[src/rtl/region_protection_unit_defs.svh]
`ifndef REGION_PROTECTION_UNIT_DEFS_SVH
`define REGION_PROTECTION_UNIT_DEFS_SVH
`define RPU_NUM_REGIONS    8
`define RPU_OFS_CAPABILITY 32'hE000_ED90
`define RPU_OFS_CONTROL    32'hE000_ED94
`define RPU_OFS_SELECT     32'hE000_ED98
`define RPU_OFS_BASE       32'hE000_ED9C
`define RPU_OFS_ATTR       32'hE000_EDA0
`define RPU_DATA_REGION_COUNT_COUNT  8'h08
`define RPU_CTRL_ENABLE    0
`define RPU_CTRL_HFNMI     1
`define RPU_CTRL_BGEN      2
`define RPU_BASE_VALID     4
`define RPU_SIZE_MIN       5'h07
`define RPU_SIZE_MAX       5'h1F
`define RPU_ATTR_MASK      32'h173F_FF3F
`define RPU_SCS_BASE       32'hE000_E000
`define RPU_SCS_LIMIT      32'hE000_EFFF
`define RPU_VTOR_LIMIT     32'h0000_00FF
`define RPU_AP_NONE        3'h0
`define RPU_AP_PRIV_RW     3'h1
`define RPU_AP_PRIV_RW_URO 3'h2
`define RPU_AP_FULL        3'h3
`define RPU_AP_PRIV_RO     3'h5
`define RPU_AP_RO          3'h6
`define RPU_AP_RO_ALT      3'h7
`define RPU_XN_BASE        32'hA000_0000
`endif

[src/rtl/region_protection_pkg.sv]
`default_nettype none
package region_protection_pkg;
  typedef struct packed {
    logic        valid;
    logic [31:0] address;
    logic        fetch;
    logic        write;
    logic        privileged;
    logic        faultHandler;
  } access_type;

  typedef struct packed {
    logic        permit;
    logic        severeFault;
    logic        executeNever;
    logic        stronglyOrdered;
    logic [3:0]  hitRegion;
    logic        hit;
  } verdict_type;

  typedef struct packed {
    logic [31:0] base;
    logic [31:0] attr;
  } region_type;

  typedef struct packed {
    logic        waitReq;
    logic [31:0] readData;
    logic        readValid;
  } bus_out_type;
endpackage : region_protection_pkg
`default_nettype wire

[src/rtl/region_protection_unit.sv]
`include "region_protection_unit_defs.svh"
`default_nettype none
module region_protection_unit
  import region_protection_pkg::*;
#(
  parameter bit UNIT_PRESENT = 1'b1
)
(
  input  wire logic        clk,
  input  wire logic        rst_n,
  input  wire logic        clkEnable,
  input  wire logic [31:0] address,
  input  wire logic        read,
  input  wire logic        write,
  input  wire logic [3:0]  byteenable,
  input  wire logic [31:0] writedata,
  output logic [31:0]      readdata,
  output logic             waitrequest,
  input  wire access_type  access,
  output verdict_type      verdict
);

  typedef struct packed {
    logic [2:0]  control;
    logic [7:0]  select;
    region_type [`RPU_NUM_REGIONS-1:0] region;
    logic        answered;
    logic [31:0] readData;
  } state_type;

  state_type state;
  state_type next_state;

  // region test: size 2^(size+1), base aligned to size
  function automatic logic regionHit(input region_type r, input logic [31:0] addr);
    logic [4:0]  size;
    logic [31:0] mask;
    logic [2:0]  sub;
    size = r.attr[5:1];
    mask = 32'h0000_0000;
    sub  = 3'h0;
    if (size < `RPU_SIZE_MIN)
      size = `RPU_SIZE_MIN;
    if (size == `RPU_SIZE_MAX)
      mask = 32'h0000_0000;
    else
      mask = ~((32'h0000_0002 << size) - 32'h0000_0001);
    if (size >= 5'h07)
      sub = 3'((addr >> (size - 5'h02)) & 32'h0000_0007);
    regionHit = r.attr[0] && ((addr & mask) == (r.base & mask)) && !r.attr[8 + sub];
  endfunction : regionHit

  // access permission decode by privilege and direction
  function automatic logic apAllows(input logic [2:0] ap, input logic priv, input logic wr);
    case (ap)
      `RPU_AP_PRIV_RW:     apAllows = priv;
      `RPU_AP_PRIV_RW_URO: apAllows = priv || !wr;
      `RPU_AP_FULL:        apAllows = 1'b1;
      `RPU_AP_PRIV_RO:     apAllows = priv && !wr;
      `RPU_AP_RO:          apAllows = !wr;
      `RPU_AP_RO_ALT:      apAllows = !wr;
      default:             apAllows = 1'b0;
    endcase
  endfunction : apAllows

  function automatic logic inRange(input logic [31:0] a, input logic [31:0] lo, input logic [31:0] hi);
    inRange = (a >= lo) && (a <= hi);
  endfunction : inRange

  logic [`RPU_NUM_REGIONS-1:0] hits;
  logic [2:0]  selIdx;
  logic [31:0] capability;
  logic        unitOn;
  logic        isScs;
  logic        isVector;
  logic        defaultXn;

  assign selIdx = state.select[2:0];

  generate
    for (genvar g = 0; g < `RPU_NUM_REGIONS; g++)
    begin : cmp
      assign hits[g] = regionHit(state.region[g], access.address);
      region_enable_a: assert property (@(posedge clk) disable iff (!rst_n)
        hits[g] |-> state.region[g].attr[0])
        else $error("disabled region reported a hit");
    end
  endgenerate

  always_comb
  begin
    capability = 32'h0000_0000;
    capability[15:8] = UNIT_PRESENT ? `RPU_DATA_REGION_COUNT_COUNT : 8'h00;
    capability[0] = 1'b0;
  end

  // handler bypass only when the handler bit is clear
  assign unitOn = state.control[`RPU_CTRL_ENABLE] &&
                  !(access.faultHandler && !state.control[`RPU_CTRL_HFNMI]);
  assign isScs    = inRange(access.address, `RPU_SCS_BASE, `RPU_SCS_LIMIT);
  assign isVector = access.address <= `RPU_VTOR_LIMIT;
  assign defaultXn = access.address >= `RPU_XN_BASE;

  // decision is purely combinational so the core sees it in the same cycle
  always_comb
  begin
    logic [3:0]  win;
    logic        any;
    region_type  r;
    logic        ok;
    win = 4'h0;
    any = 1'b0;
    r   = '0;
    ok  = 1'b1;
    for (int i = 0; i < `RPU_NUM_REGIONS; i++)
      if (hits[i])
      begin
        win = 4'(i);
        any = 1'b1;
      end
    r = state.region[win[2:0]];
    if (!unitOn)
      ok = !(access.fetch && (defaultXn || isScs));
    else if (isScs || (isVector && !access.fetch))
      ok = !(access.fetch && isScs);
    else if (any)
      ok = apAllows(r.attr[26:24], access.privileged, access.write) &&
           !(access.fetch && r.attr[28]);
    else if (state.control[`RPU_CTRL_BGEN])
      ok = access.privileged && !(access.fetch && defaultXn);
    else
      ok = 1'b0;
    verdict.hit = unitOn && any;
    verdict.hitRegion = win;
    verdict.permit = !access.valid || ok;
    verdict.severeFault = access.valid && !ok;
    verdict.executeNever = isScs || (unitOn && any ? r.attr[28] : defaultXn);
    verdict.stronglyOrdered = isScs || (unitOn && any && r.attr[17:16] == 2'b00);
  end

  // bus: one wait cycle per request, answer when answered is set
  always_comb
  begin
    logic [31:0] wmask;
    logic [31:0] rd;
    logic        req;
    next_state = state;
    wmask = {{8{byteenable[3]}}, {8{byteenable[2]}}, {8{byteenable[1]}}, {8{byteenable[0]}}};
    rd  = 32'h0000_0000;
    req = read || write;
    next_state.answered = req && !state.answered;
    case (address)
      `RPU_OFS_CAPABILITY: rd = capability;
      `RPU_OFS_CONTROL:    rd = {29'h0000_0000, state.control};
      `RPU_OFS_SELECT:     rd = {24'h00_0000, state.select};
      `RPU_OFS_BASE:       rd = {state.region[selIdx].base[31:5], 1'b0, state.select[3:0]};
      `RPU_OFS_ATTR:       rd = state.region[selIdx].attr;
      default:             rd = 32'h0000_0000;
    endcase
    if (read && !state.answered)
      next_state.readData = rd;
    if (write && !state.answered)
    begin
      case (address)
        `RPU_OFS_CONTROL:
          next_state.control = 3'((state.control & ~wmask[2:0]) | (writedata[2:0] & wmask[2:0]));
        `RPU_OFS_SELECT:
          if (writedata[7:0] < 8'(`RPU_NUM_REGIONS))
            next_state.select = writedata[7:0];
        `RPU_OFS_BASE:
          if (writedata[`RPU_BASE_VALID])
          begin
            next_state.select = {4'h0, writedata[3:0]};
            if (writedata[3:0] < 4'(`RPU_NUM_REGIONS))
              next_state.region[writedata[2:0]].base = {writedata[31:5], 5'h00};
          end
          else
            next_state.region[selIdx].base = {writedata[31:5], 5'h00};
        `RPU_OFS_ATTR:
          next_state.region[selIdx].attr = writedata & `RPU_ATTR_MASK;
        default:
          next_state.control = state.control;
      endcase
    end
  end

  assign waitrequest = (read || write) && !state.answered;
  assign readdata    = state.readData;

  always_ff @(posedge clk or negedge rst_n)
  begin
    if (!rst_n)
      state <= '0;
    else if (clkEnable)
      state <= next_state;
  end

  enable_bit_gates_a: assert property (@(posedge clk) disable iff (!rst_n)
    (access.valid && !state.control[0] && !access.fetch) |-> verdict.permit)
    else $error("disabled unit faulted a data access");
  unmatched_fault_a: assert property (@(posedge clk) disable iff (!rst_n)
    (access.valid && unitOn && hits == '0 && !state.control[2] && !isScs && !isVector) |-> verdict.severeFault)
    else $error("unmatched access not faulted");
  bg_unpriv_a: assert property (@(posedge clk) disable iff (!rst_n)
    (access.valid && unitOn && hits == '0 && !access.privileged && !isScs && !isVector) |-> verdict.severeFault)
    else $error("unprivileged miss permitted");
  highest_region_a: assert property (@(posedge clk) disable iff (!rst_n)
    (unitOn && hits[7]) |-> verdict.hitRegion == 4'h7)
    else $error("lower region won over region seven");
  scs_xn_a: assert property (@(posedge clk) disable iff (!rst_n)
    isScs |-> (verdict.executeNever && verdict.stronglyOrdered))
    else $error("system space lost execute never");
  cap_value_a: assert property (@(posedge clk) disable iff (!rst_n)
    capability[23:16] == 8'h00 && capability[0] == 1'b0)
    else $error("capability fields wrong");
  ctrl_zero_a: assert property (@(posedge clk) disable iff (!rst_n)
    (read && !waitrequest && address == `RPU_OFS_CONTROL) |-> readdata[31:3] == 29'h0)
    else $error("control high bits nonzero");
  valid_select_a: assert property (@(posedge clk) disable iff (!rst_n)
    (clkEnable && write && !waitrequest && address == `RPU_OFS_BASE && writedata[4])
    |=> state.select == {4'h0, $past(writedata[3:0])})
    else $error("selector not loaded by base write");
  handler_bypass_a: assert property (@(posedge clk) disable iff (!rst_n)
    (access.valid && access.faultHandler && !state.control[1] && !access.fetch) |-> verdict.permit)
    else $error("handler access checked with bit clear");

  region_count_a: assert property (@(posedge clk) disable iff (!rst_n)
    capability[15:8] == (UNIT_PRESENT ? `RPU_DATA_REGION_COUNT_COUNT : 8'h00))
    else $error("data region count wrong");

  unified_map_a: assert property (@(posedge clk) disable iff (!rst_n)
    capability[0] == 1'b0)
    else $error("capability reports split maps");

  bg_priv_a: assert property (@(posedge clk) disable iff (!rst_n)
    (access.valid && unitOn && hits == '0 && state.control[`RPU_CTRL_BGEN] && access.privileged && !access.fetch)
    |-> verdict.permit)
    else $error("privileged background access faulted");

  bg_fetch_xn_a: assert property (@(posedge clk) disable iff (!rst_n)
    (access.valid && unitOn && hits == '0 && state.control[`RPU_CTRL_BGEN] && access.fetch && defaultXn && !isScs)
    |-> verdict.severeFault)
    else $error("background fetch from never execute area permitted");

  bg_override_a: assert property (@(posedge clk) disable iff (!rst_n)
    (access.valid && unitOn && hits != '0 && state.control[`RPU_CTRL_BGEN] && !access.privileged &&
     !access.fetch && !isScs && !isVector && state.region[verdict.hitRegion[2:0]].attr[26:24] == `RPU_AP_FULL)
    |-> verdict.permit)
    else $error("background overrode an enabled region");

  unified_fetch_a: assert property (@(posedge clk) disable iff (!rst_n)
    (access.valid && unitOn && access.fetch && hits != '0 && !isScs &&
     state.region[verdict.hitRegion[2:0]].attr[28])
    |-> verdict.severeFault)
    else $error("fetch from execute never region permitted");

  fault_permit_a: assert property (@(posedge clk) disable iff (!rst_n)
    access.valid |-> (verdict.severeFault != verdict.permit))
    else $error("fault and permit disagree");

  idle_permit_a: assert property (@(posedge clk) disable iff (!rst_n)
    !access.valid |-> (verdict.permit && !verdict.severeFault))
    else $error("idle cycle raised a fault");

  bg_ignored_a: assert property (@(posedge clk) disable iff (!rst_n)
    (access.valid && !state.control[`RPU_CTRL_ENABLE] && access.fetch && !defaultXn && !isScs)
    |-> verdict.permit)
    else $error("disabled unit faulted an executable fetch");

  disabled_nohit_a: assert property (@(posedge clk) disable iff (!rst_n)
    !state.control[`RPU_CTRL_ENABLE] |-> !verdict.hit)
    else $error("disabled unit reported a region hit");

  xn_default_a: assert property (@(posedge clk) disable iff (!rst_n)
    (access.valid && !unitOn && access.fetch && defaultXn) |-> verdict.severeFault)
    else $error("default map never execute area fetched");

  scs_fetch_a: assert property (@(posedge clk) disable iff (!rst_n)
    (access.valid && access.fetch && isScs) |-> verdict.severeFault)
    else $error("fetch from system space permitted");

  scs_permit_a: assert property (@(posedge clk) disable iff (!rst_n)
    (access.valid && unitOn && isScs && !access.fetch) |-> verdict.permit)
    else $error("system space data access faulted");

  vector_permit_a: assert property (@(posedge clk) disable iff (!rst_n)
    (access.valid && unitOn && isVector && !access.fetch) |-> verdict.permit)
    else $error("vector table read faulted");

  one_winner_a: assert property (@(posedge clk) disable iff (!rst_n)
    (unitOn && hits != '0) |-> (hits[verdict.hitRegion[2:0]] && (hits >> (verdict.hitRegion + 4'h1)) == 8'h00))
    else $error("winning region is not the highest hit");

  handler_check_a: assert property (@(posedge clk) disable iff (!rst_n)
    (access.valid && access.faultHandler && state.control[`RPU_CTRL_HFNMI] && state.control[`RPU_CTRL_ENABLE] &&
     hits == '0 && !state.control[`RPU_CTRL_BGEN] && !isScs && !isVector)
    |-> verdict.severeFault)
    else $error("handler access not checked with bit set");

  enable_clear_a: assert property (@(posedge clk) disable iff (!rst_n)
    !state.control[`RPU_CTRL_ENABLE] |-> !unitOn)
    else $error("unit active with enable clear");

  ctrl_write_a: assert property (@(posedge clk) disable iff (!rst_n)
    (clkEnable && write && waitrequest && address == `RPU_OFS_CONTROL && byteenable[0])
    |=> state.control == $past(writedata[2:0]))
    else $error("control write lost");

  select_load_a: assert property (@(posedge clk) disable iff (!rst_n)
    (clkEnable && write && waitrequest && address == `RPU_OFS_SELECT && writedata[7:0] < 8'(`RPU_NUM_REGIONS))
    |=> state.select == $past(writedata[7:0]))
    else $error("selector write lost");

  select_range_a: assert property (@(posedge clk) disable iff (!rst_n)
    (clkEnable && write && waitrequest && address == `RPU_OFS_SELECT && writedata[7:0] >= 8'(`RPU_NUM_REGIONS))
    |=> $stable(state.select))
    else $error("out of range selector accepted");

  state_reset_a: assert property (@(posedge clk)
    !rst_n |-> (state == '0))
    else $error("state not cleared in reset");

  bus_answer_a: assert property (@(posedge clk) disable iff (!rst_n)
    (clkEnable && (read || write) && waitrequest) |=> (!waitrequest || !(read || write)))
    else $error("bus answer late");

  idle_wait_a: assert property (@(posedge clk) disable iff (!rst_n)
    !(read || write) |-> !waitrequest)
    else $error("wait raised without request");

  clock_freeze_a: assert property (@(posedge clk) disable iff (!rst_n)
    !clkEnable |=> $stable(state))
    else $error("state moved with clock enable low");

  cap_read_a: assert property (@(posedge clk) disable iff (!rst_n)
    (clkEnable && read && waitrequest && address == `RPU_OFS_CAPABILITY) |=> readdata == capability)
    else $error("capability read wrong");

  control_read_a: assert property (@(posedge clk) disable iff (!rst_n)
    (clkEnable && read && waitrequest && address == `RPU_OFS_CONTROL)
    |=> readdata == {29'h0000_0000, $past(state.control)})
    else $error("control read wrong");

  base_read_a: assert property (@(posedge clk) disable iff (!rst_n)
    (clkEnable && read && waitrequest && address == `RPU_OFS_BASE)
    |=> (readdata[4] == 1'b0 && readdata[3:0] == $past(state.select[3:0])))
    else $error("base read lost selector or valid");

  attr_read_a: assert property (@(posedge clk) disable iff (!rst_n)
    (clkEnable && read && waitrequest && address == `RPU_OFS_ATTR)
    |=> readdata == $past(state.region[selIdx].attr))
    else $error("attribute read wrong");

  attr_mask_a: assert property (@(posedge clk) disable iff (!rst_n)
    (clkEnable && write && waitrequest && address == `RPU_OFS_ATTR)
    |=> (state.region[selIdx].attr & ~`RPU_ATTR_MASK) == 32'h0000_0000)
    else $error("reserved attribute bits stored");

  unmapped_write_a: assert property (@(posedge clk) disable iff (!rst_n)
    (clkEnable && write && waitrequest && !(address inside {`RPU_OFS_CAPABILITY, `RPU_OFS_CONTROL,
     `RPU_OFS_SELECT, `RPU_OFS_BASE, `RPU_OFS_ATTR}))
    |=> ($stable(state.control) && $stable(state.select) && $stable(state.region)))
    else $error("unmapped write changed a register");

  unmapped_read_a: assert property (@(posedge clk) disable iff (!rst_n)
    (clkEnable && read && waitrequest && !(address inside {`RPU_OFS_CAPABILITY, `RPU_OFS_CONTROL,
     `RPU_OFS_SELECT, `RPU_OFS_BASE, `RPU_OFS_ATTR}))
    |=> readdata == 32'h0000_0000)
    else $error("unmapped read not zero");
endmodule : region_protection_unit
`default_nettype wire

[config.mk]
export PLATFORM = sky130hd
export DESIGN_NAME = region_protection_unit
export DESIGN_NICKNAME = d
export VERILOG_FILES = /design/src/rtl/region_protection_pkg.sv /design/src/rtl/region_protection_unit.sv
export VERILOG_INCLUDE_DIRS = /design/src /design/src/rtl
export SDC_FILE = /design/constraint.sdc
export NUM_CORES = 2
export LEC_CHECK = 0
export ABC_AREA = 1
export BUFFER_PORTS_ARGS = -buffer_cell sky130_fd_sc_hd__buf_2
export CELL_PAD_IN_SITES_DETAIL_PLACEMENT = 2
export CELL_PAD_IN_SITES_GLOBAL_PLACEMENT = 2
export CORE_MARGIN = 2
export CORE_UTILIZATION = 38
export CTS_CLUSTER_SIZE = 10
export DETAILED_ROUTE_END_ITERATION = 10
export PLACE_DENSITY = 0.94
export REMOVE_ABC_BUFFERS = 1
export SYNTH_ARGS = -nofsm -noshare
export SYNTH_HDL_FRONTEND = slang
export SYNTH_SLANG_ARGS = --single-unit
[constraint.sdc]
create_clock -name clk -period 8.96 [get_ports clk]
set_input_delay 2.24 -clock clk [delete_from_list [all_inputs] [get_ports clk]]
set_output_delay 2.24 -clock clk [all_outputs]
set_load 0.005 [all_outputs]
==> flow_metrics.py <==
metrics = {
    "worst_setup_path": {
        "critPathMaxStageDelay_ns": 0.83,
        "r2r_end": "readdata[11]",
        "worstReg2RegStart": "selIdx[0]",
        "r2r_slack_ns": 4.87,
        "critical_path_class": "input pin to output pin",
        "end_kind": "output pin",
        "crit_path_start_kind": "input pin",
        "cp.arrival_ns": 6.62,
        "crit_required_ns": 6.72,
        "crit_buf_inv": 4,
        "crit_fanout": 23,
        "cp_top_family": "simple AND/OR/NAND/NOR gates",
        "slowest_stage": "inv_1",
        "rr_worst_depth": 8,
        "cp.depth": 26,
        "endpoint": "verdict[7]",
        "crit_start": "access[28]",
        "cp_common_cell": "nand2_1",
    },
    "clocking": {
        "post-cts-setup-buffer-count": 0,
        "cts_hold_buf": 0,
        "cts_max_path_buffers": 3,
        "h-tree-depth": 2,
        "cts_resized": 0,
        "root_buffer": "clkbuf_16",
        "numCtsBuffers": 56,
        "cts_tree": "done",
        "clkTransAtPathRegs_ns": 0.06,
        "clkLatencyLatePin_ns": 0.68,
        "cts_sinks": 452,
    },
    "sta": {
        "setup_violations": 0,
        "timing.final.ws_setup_ns": 0.0968,
        "fmax_ghz": 0.113,
        "worst_slew_pin_slew_ns": 1.48,
        "fin_worst_skew_ns": 0.0284,
        "tns_ns": 0,
        "final_max_slew_viol_count": 0,
        "hold_viol": 0,
        "fin_crit_ns": 8.86,
        "finalCritPeriodShare": 0.989,
        "rsz0062_at_grt": "false",
        "slew_headroom": 0.00759,
    },
    "floorplan": {
        "rows": 111,
        "ios": 152,
        "die_y_um": 307,
        "initial_core_util": 0.382,
        "die-area_mm2": 0.0942,
        "fp.dieW_um": 307,
        "coreArea_mm2": 0.0912,
    },
    "synthesis": {
        "yosys_register_bits": 452,
        "synth_top_area_share": 0.324,
        "synthSimpleGateAreaFrac": 0.333,
        "synth_compound_area_frac": 0.198,
        "yosysWarnings": 0,
        "ys.flop_type": "dfrtp_1",
        "syn_area_mm2": 0.0349,
        "synth.most_common_cell": "nand2_1",
        "synth_commonest_cells": "nand2_1 (1389), o21ai_0 (630), nand3_1 (587)",
        "synthArstFlopShare": 1.00,
        "syn_inst": 5293,
        "synth_top_cell_by_area": "dfrtp_1",
        "synthTopCellsByArea": "dfrtp_1 (32%), nand2_1 (15%), o21ai_0 (9.0%)",
        "synth.avg_cell_area_um2": 6.59,
        "synthAdderAreaFrac": 0.00861,
        "synth_top_family_by_area": "simple AND/OR/NAND/NOR gates",
        "yosys.area_share.xor_xnor": 0.0384,
        "synth_edf_count": 0,
        "muxShareOfSynthArea": 0.000646,
        "ys_seq_area_frac": 0.324,
        "yosysUniqueCellTypes": 66,
    },
    "power_and_ir_drop": {
        "power_density_mw_per_mm2": 128,
        "ir_worst_vdd_mv": 0.184,
        "power.leakage_nw": 17.3,
    },
    "detailed_routing": {
        "vias_per_cell": 6.93,
        "drc": 0,
        "drt-initial-drc-count": 6458,
        "dr.pass1.iters": 6,
        "ant_nets": 0,
        "vias": 45100,
        "routed_wl_um": 236000,
        "wl_per_cell_um": 36.2,
    },
    "status": {
        "status": "finished with violations",
        "violations": "capacitance limit",
    },
    "global_route": {
        "grt_max_degree": 155,
        "antenna_found_initial": 33,
        "grt.overflow.total": 0,
        "grt_pass1_vias": 46700,
        "grt_pass1_wl_um": 333000,
        "grt_usage": 0.487,
    },
    "hold_path": {
        "hold_path.class": "flop to flop",
        "whs_path_depth": 2,
    },
    "place": {
        "dp.final_hpwl_um": 166000,
        "place_ws_ns": 0.340,
        "dp.cells": 6405,
        "gp_congestion": 1.05,
        "io_buffers": 147,
    },
    "cells_and_area": {
        "stdcell_count": 6510,
        "drive_gt1_frac": 0.0985,
        "regArea_mm2": 0.0113,
        "area.growth.synth_to_final_pct": 10.5,
        "fin_nets": 5411,
        "multi_input_area_mm2": 0.0205,
        "fillers": 10900,
    },
    "run": {
        "cap_violations": 1,
    },
}
[worst reg2reg max path, stage by stage, from the launching register on]
cell	delay, ns
dfrtp_1	0.51
inv_1	0.24
nand2_2	0.53
buf_4	0.61
o22ai_1	0.19
a211oi_1	0.68
o2111ai_1	0.62
o221ai_1	0.48
a22o_1	0.19
[power by group]
group          leakage [nW]  internal, W  switching [W]
sequential             6.29      0.00204     0.00000109
clock                 0.848      0.00126        0.00102
combinational          10.1     0.000132       0.000473
total                  17.3      0.00343        0.00150
[metal layers]
| layer | vias up | track usage | share of wire |
|---|---|---|---|
| met5 | - | 0.00207 | 0.0011 |
| met4 | 28 | 0.415 | 0.10 |
| met3 | 1259 | 0.169 | 0.13 |
| met2 | 3453 | 0.701 | 0.41 |
| met1 | 22500 | 0.578 | 0.36 |
| li1 | 17900 | - | - |
[sequential cells by signal (all words and copies together) (netlist names)]
| register | cells |
|---|---|
| readdata | 32 |
| selIdx | 3 |
| state | 417 |
[stage by stage]
step	hold slack [ns]	power, W	utilization	cell area, µm²
floorplan	0.446	0.00227	-	33200
finish	0.488	0.00493	0.422	38500
detailed placement	0.468	0.00263	0.403	36700
global placement	0.460	0.00261	0.403	36700
global route	0.520	0.00499	0.422	38500
CTS	0.490	0.00486	0.422	38500
[final cells by class]
| cell class | instances | area share |
|---|---|---|
| multi-input cells | 4046 | 0.531 |
| flip-flops and latches | 452 | 0.294 |
| repair buffers | 293 | 0.0491 |
| clock buffers | 82 | 0.0428 |
| inverters | 428 | 0.0420 |
| well taps | 1186 | 0.0385 |
| clock inverters | 8 | 0.00205 |
| diodes | 15 | 0.000974 |
[worst min path at each step]
stage / start / to / slack [ns]
5_1_grt: readdata[22] / readdata[22] / 0.52
2_1_floorplan: state[308] / state[308] / 0.45
6_report: readdata[27] / readdata[27] / 0.49
3_3_place_gp: state[519] / state[519] / 0.46
4_1_cts: readdata[27] / readdata[27] / 0.49
3_5_place_dp: readdata[4] / readdata[4] / 0.47
[cell usage in the layout, fill, tap and decap left out, types with 17 or more instances in the layout]
| cell | count |
|---|---|
| nand2_1 | 1378 |
| o21ai_0 | 630 |
| nand3_1 | 587 |
| dfrtp_1 | 451 |
| inv_1 | 382 |
| nor2_1 | 360 |
| o22ai_1 | 185 |
| buf_2 | 146 |
| buf_4 | 142 |
| nand4_1 | 124 |
| a21oi_1 | 117 |
| xor2_1 | 92 |
| o211ai_1 | 77 |
| xnor2_1 | 60 |
| clkbuf_16 | 57 |
| o21ai_1 | 32 |
| nor3_1 | 32 |
| or2_2 | 32 |
| inv_2 | 27 |
| o2111ai_1 | 26 |
| nand2_2 | 25 |
| nor4_1 | 24 |
| nor2_2 | 22 |
| nand3b_1 | 22 |
| or4_1 | 22 |
| ha_1 | 21 |
| o31ai_1 | 19 |
| o221ai_1 | 17 |
| conb_1 | 17 |
[cells by family after synthesis]
logic type	after synthesis
buffers and inverters	810
DFF	452
AOI/OAI and AO/OA	1191
adders and majority gates	24
and+or+nand+nor	2659
muxes	2
xor gates and xnor gates	153
other	2
Note: power is estimated with default switching activity, not from simulation.
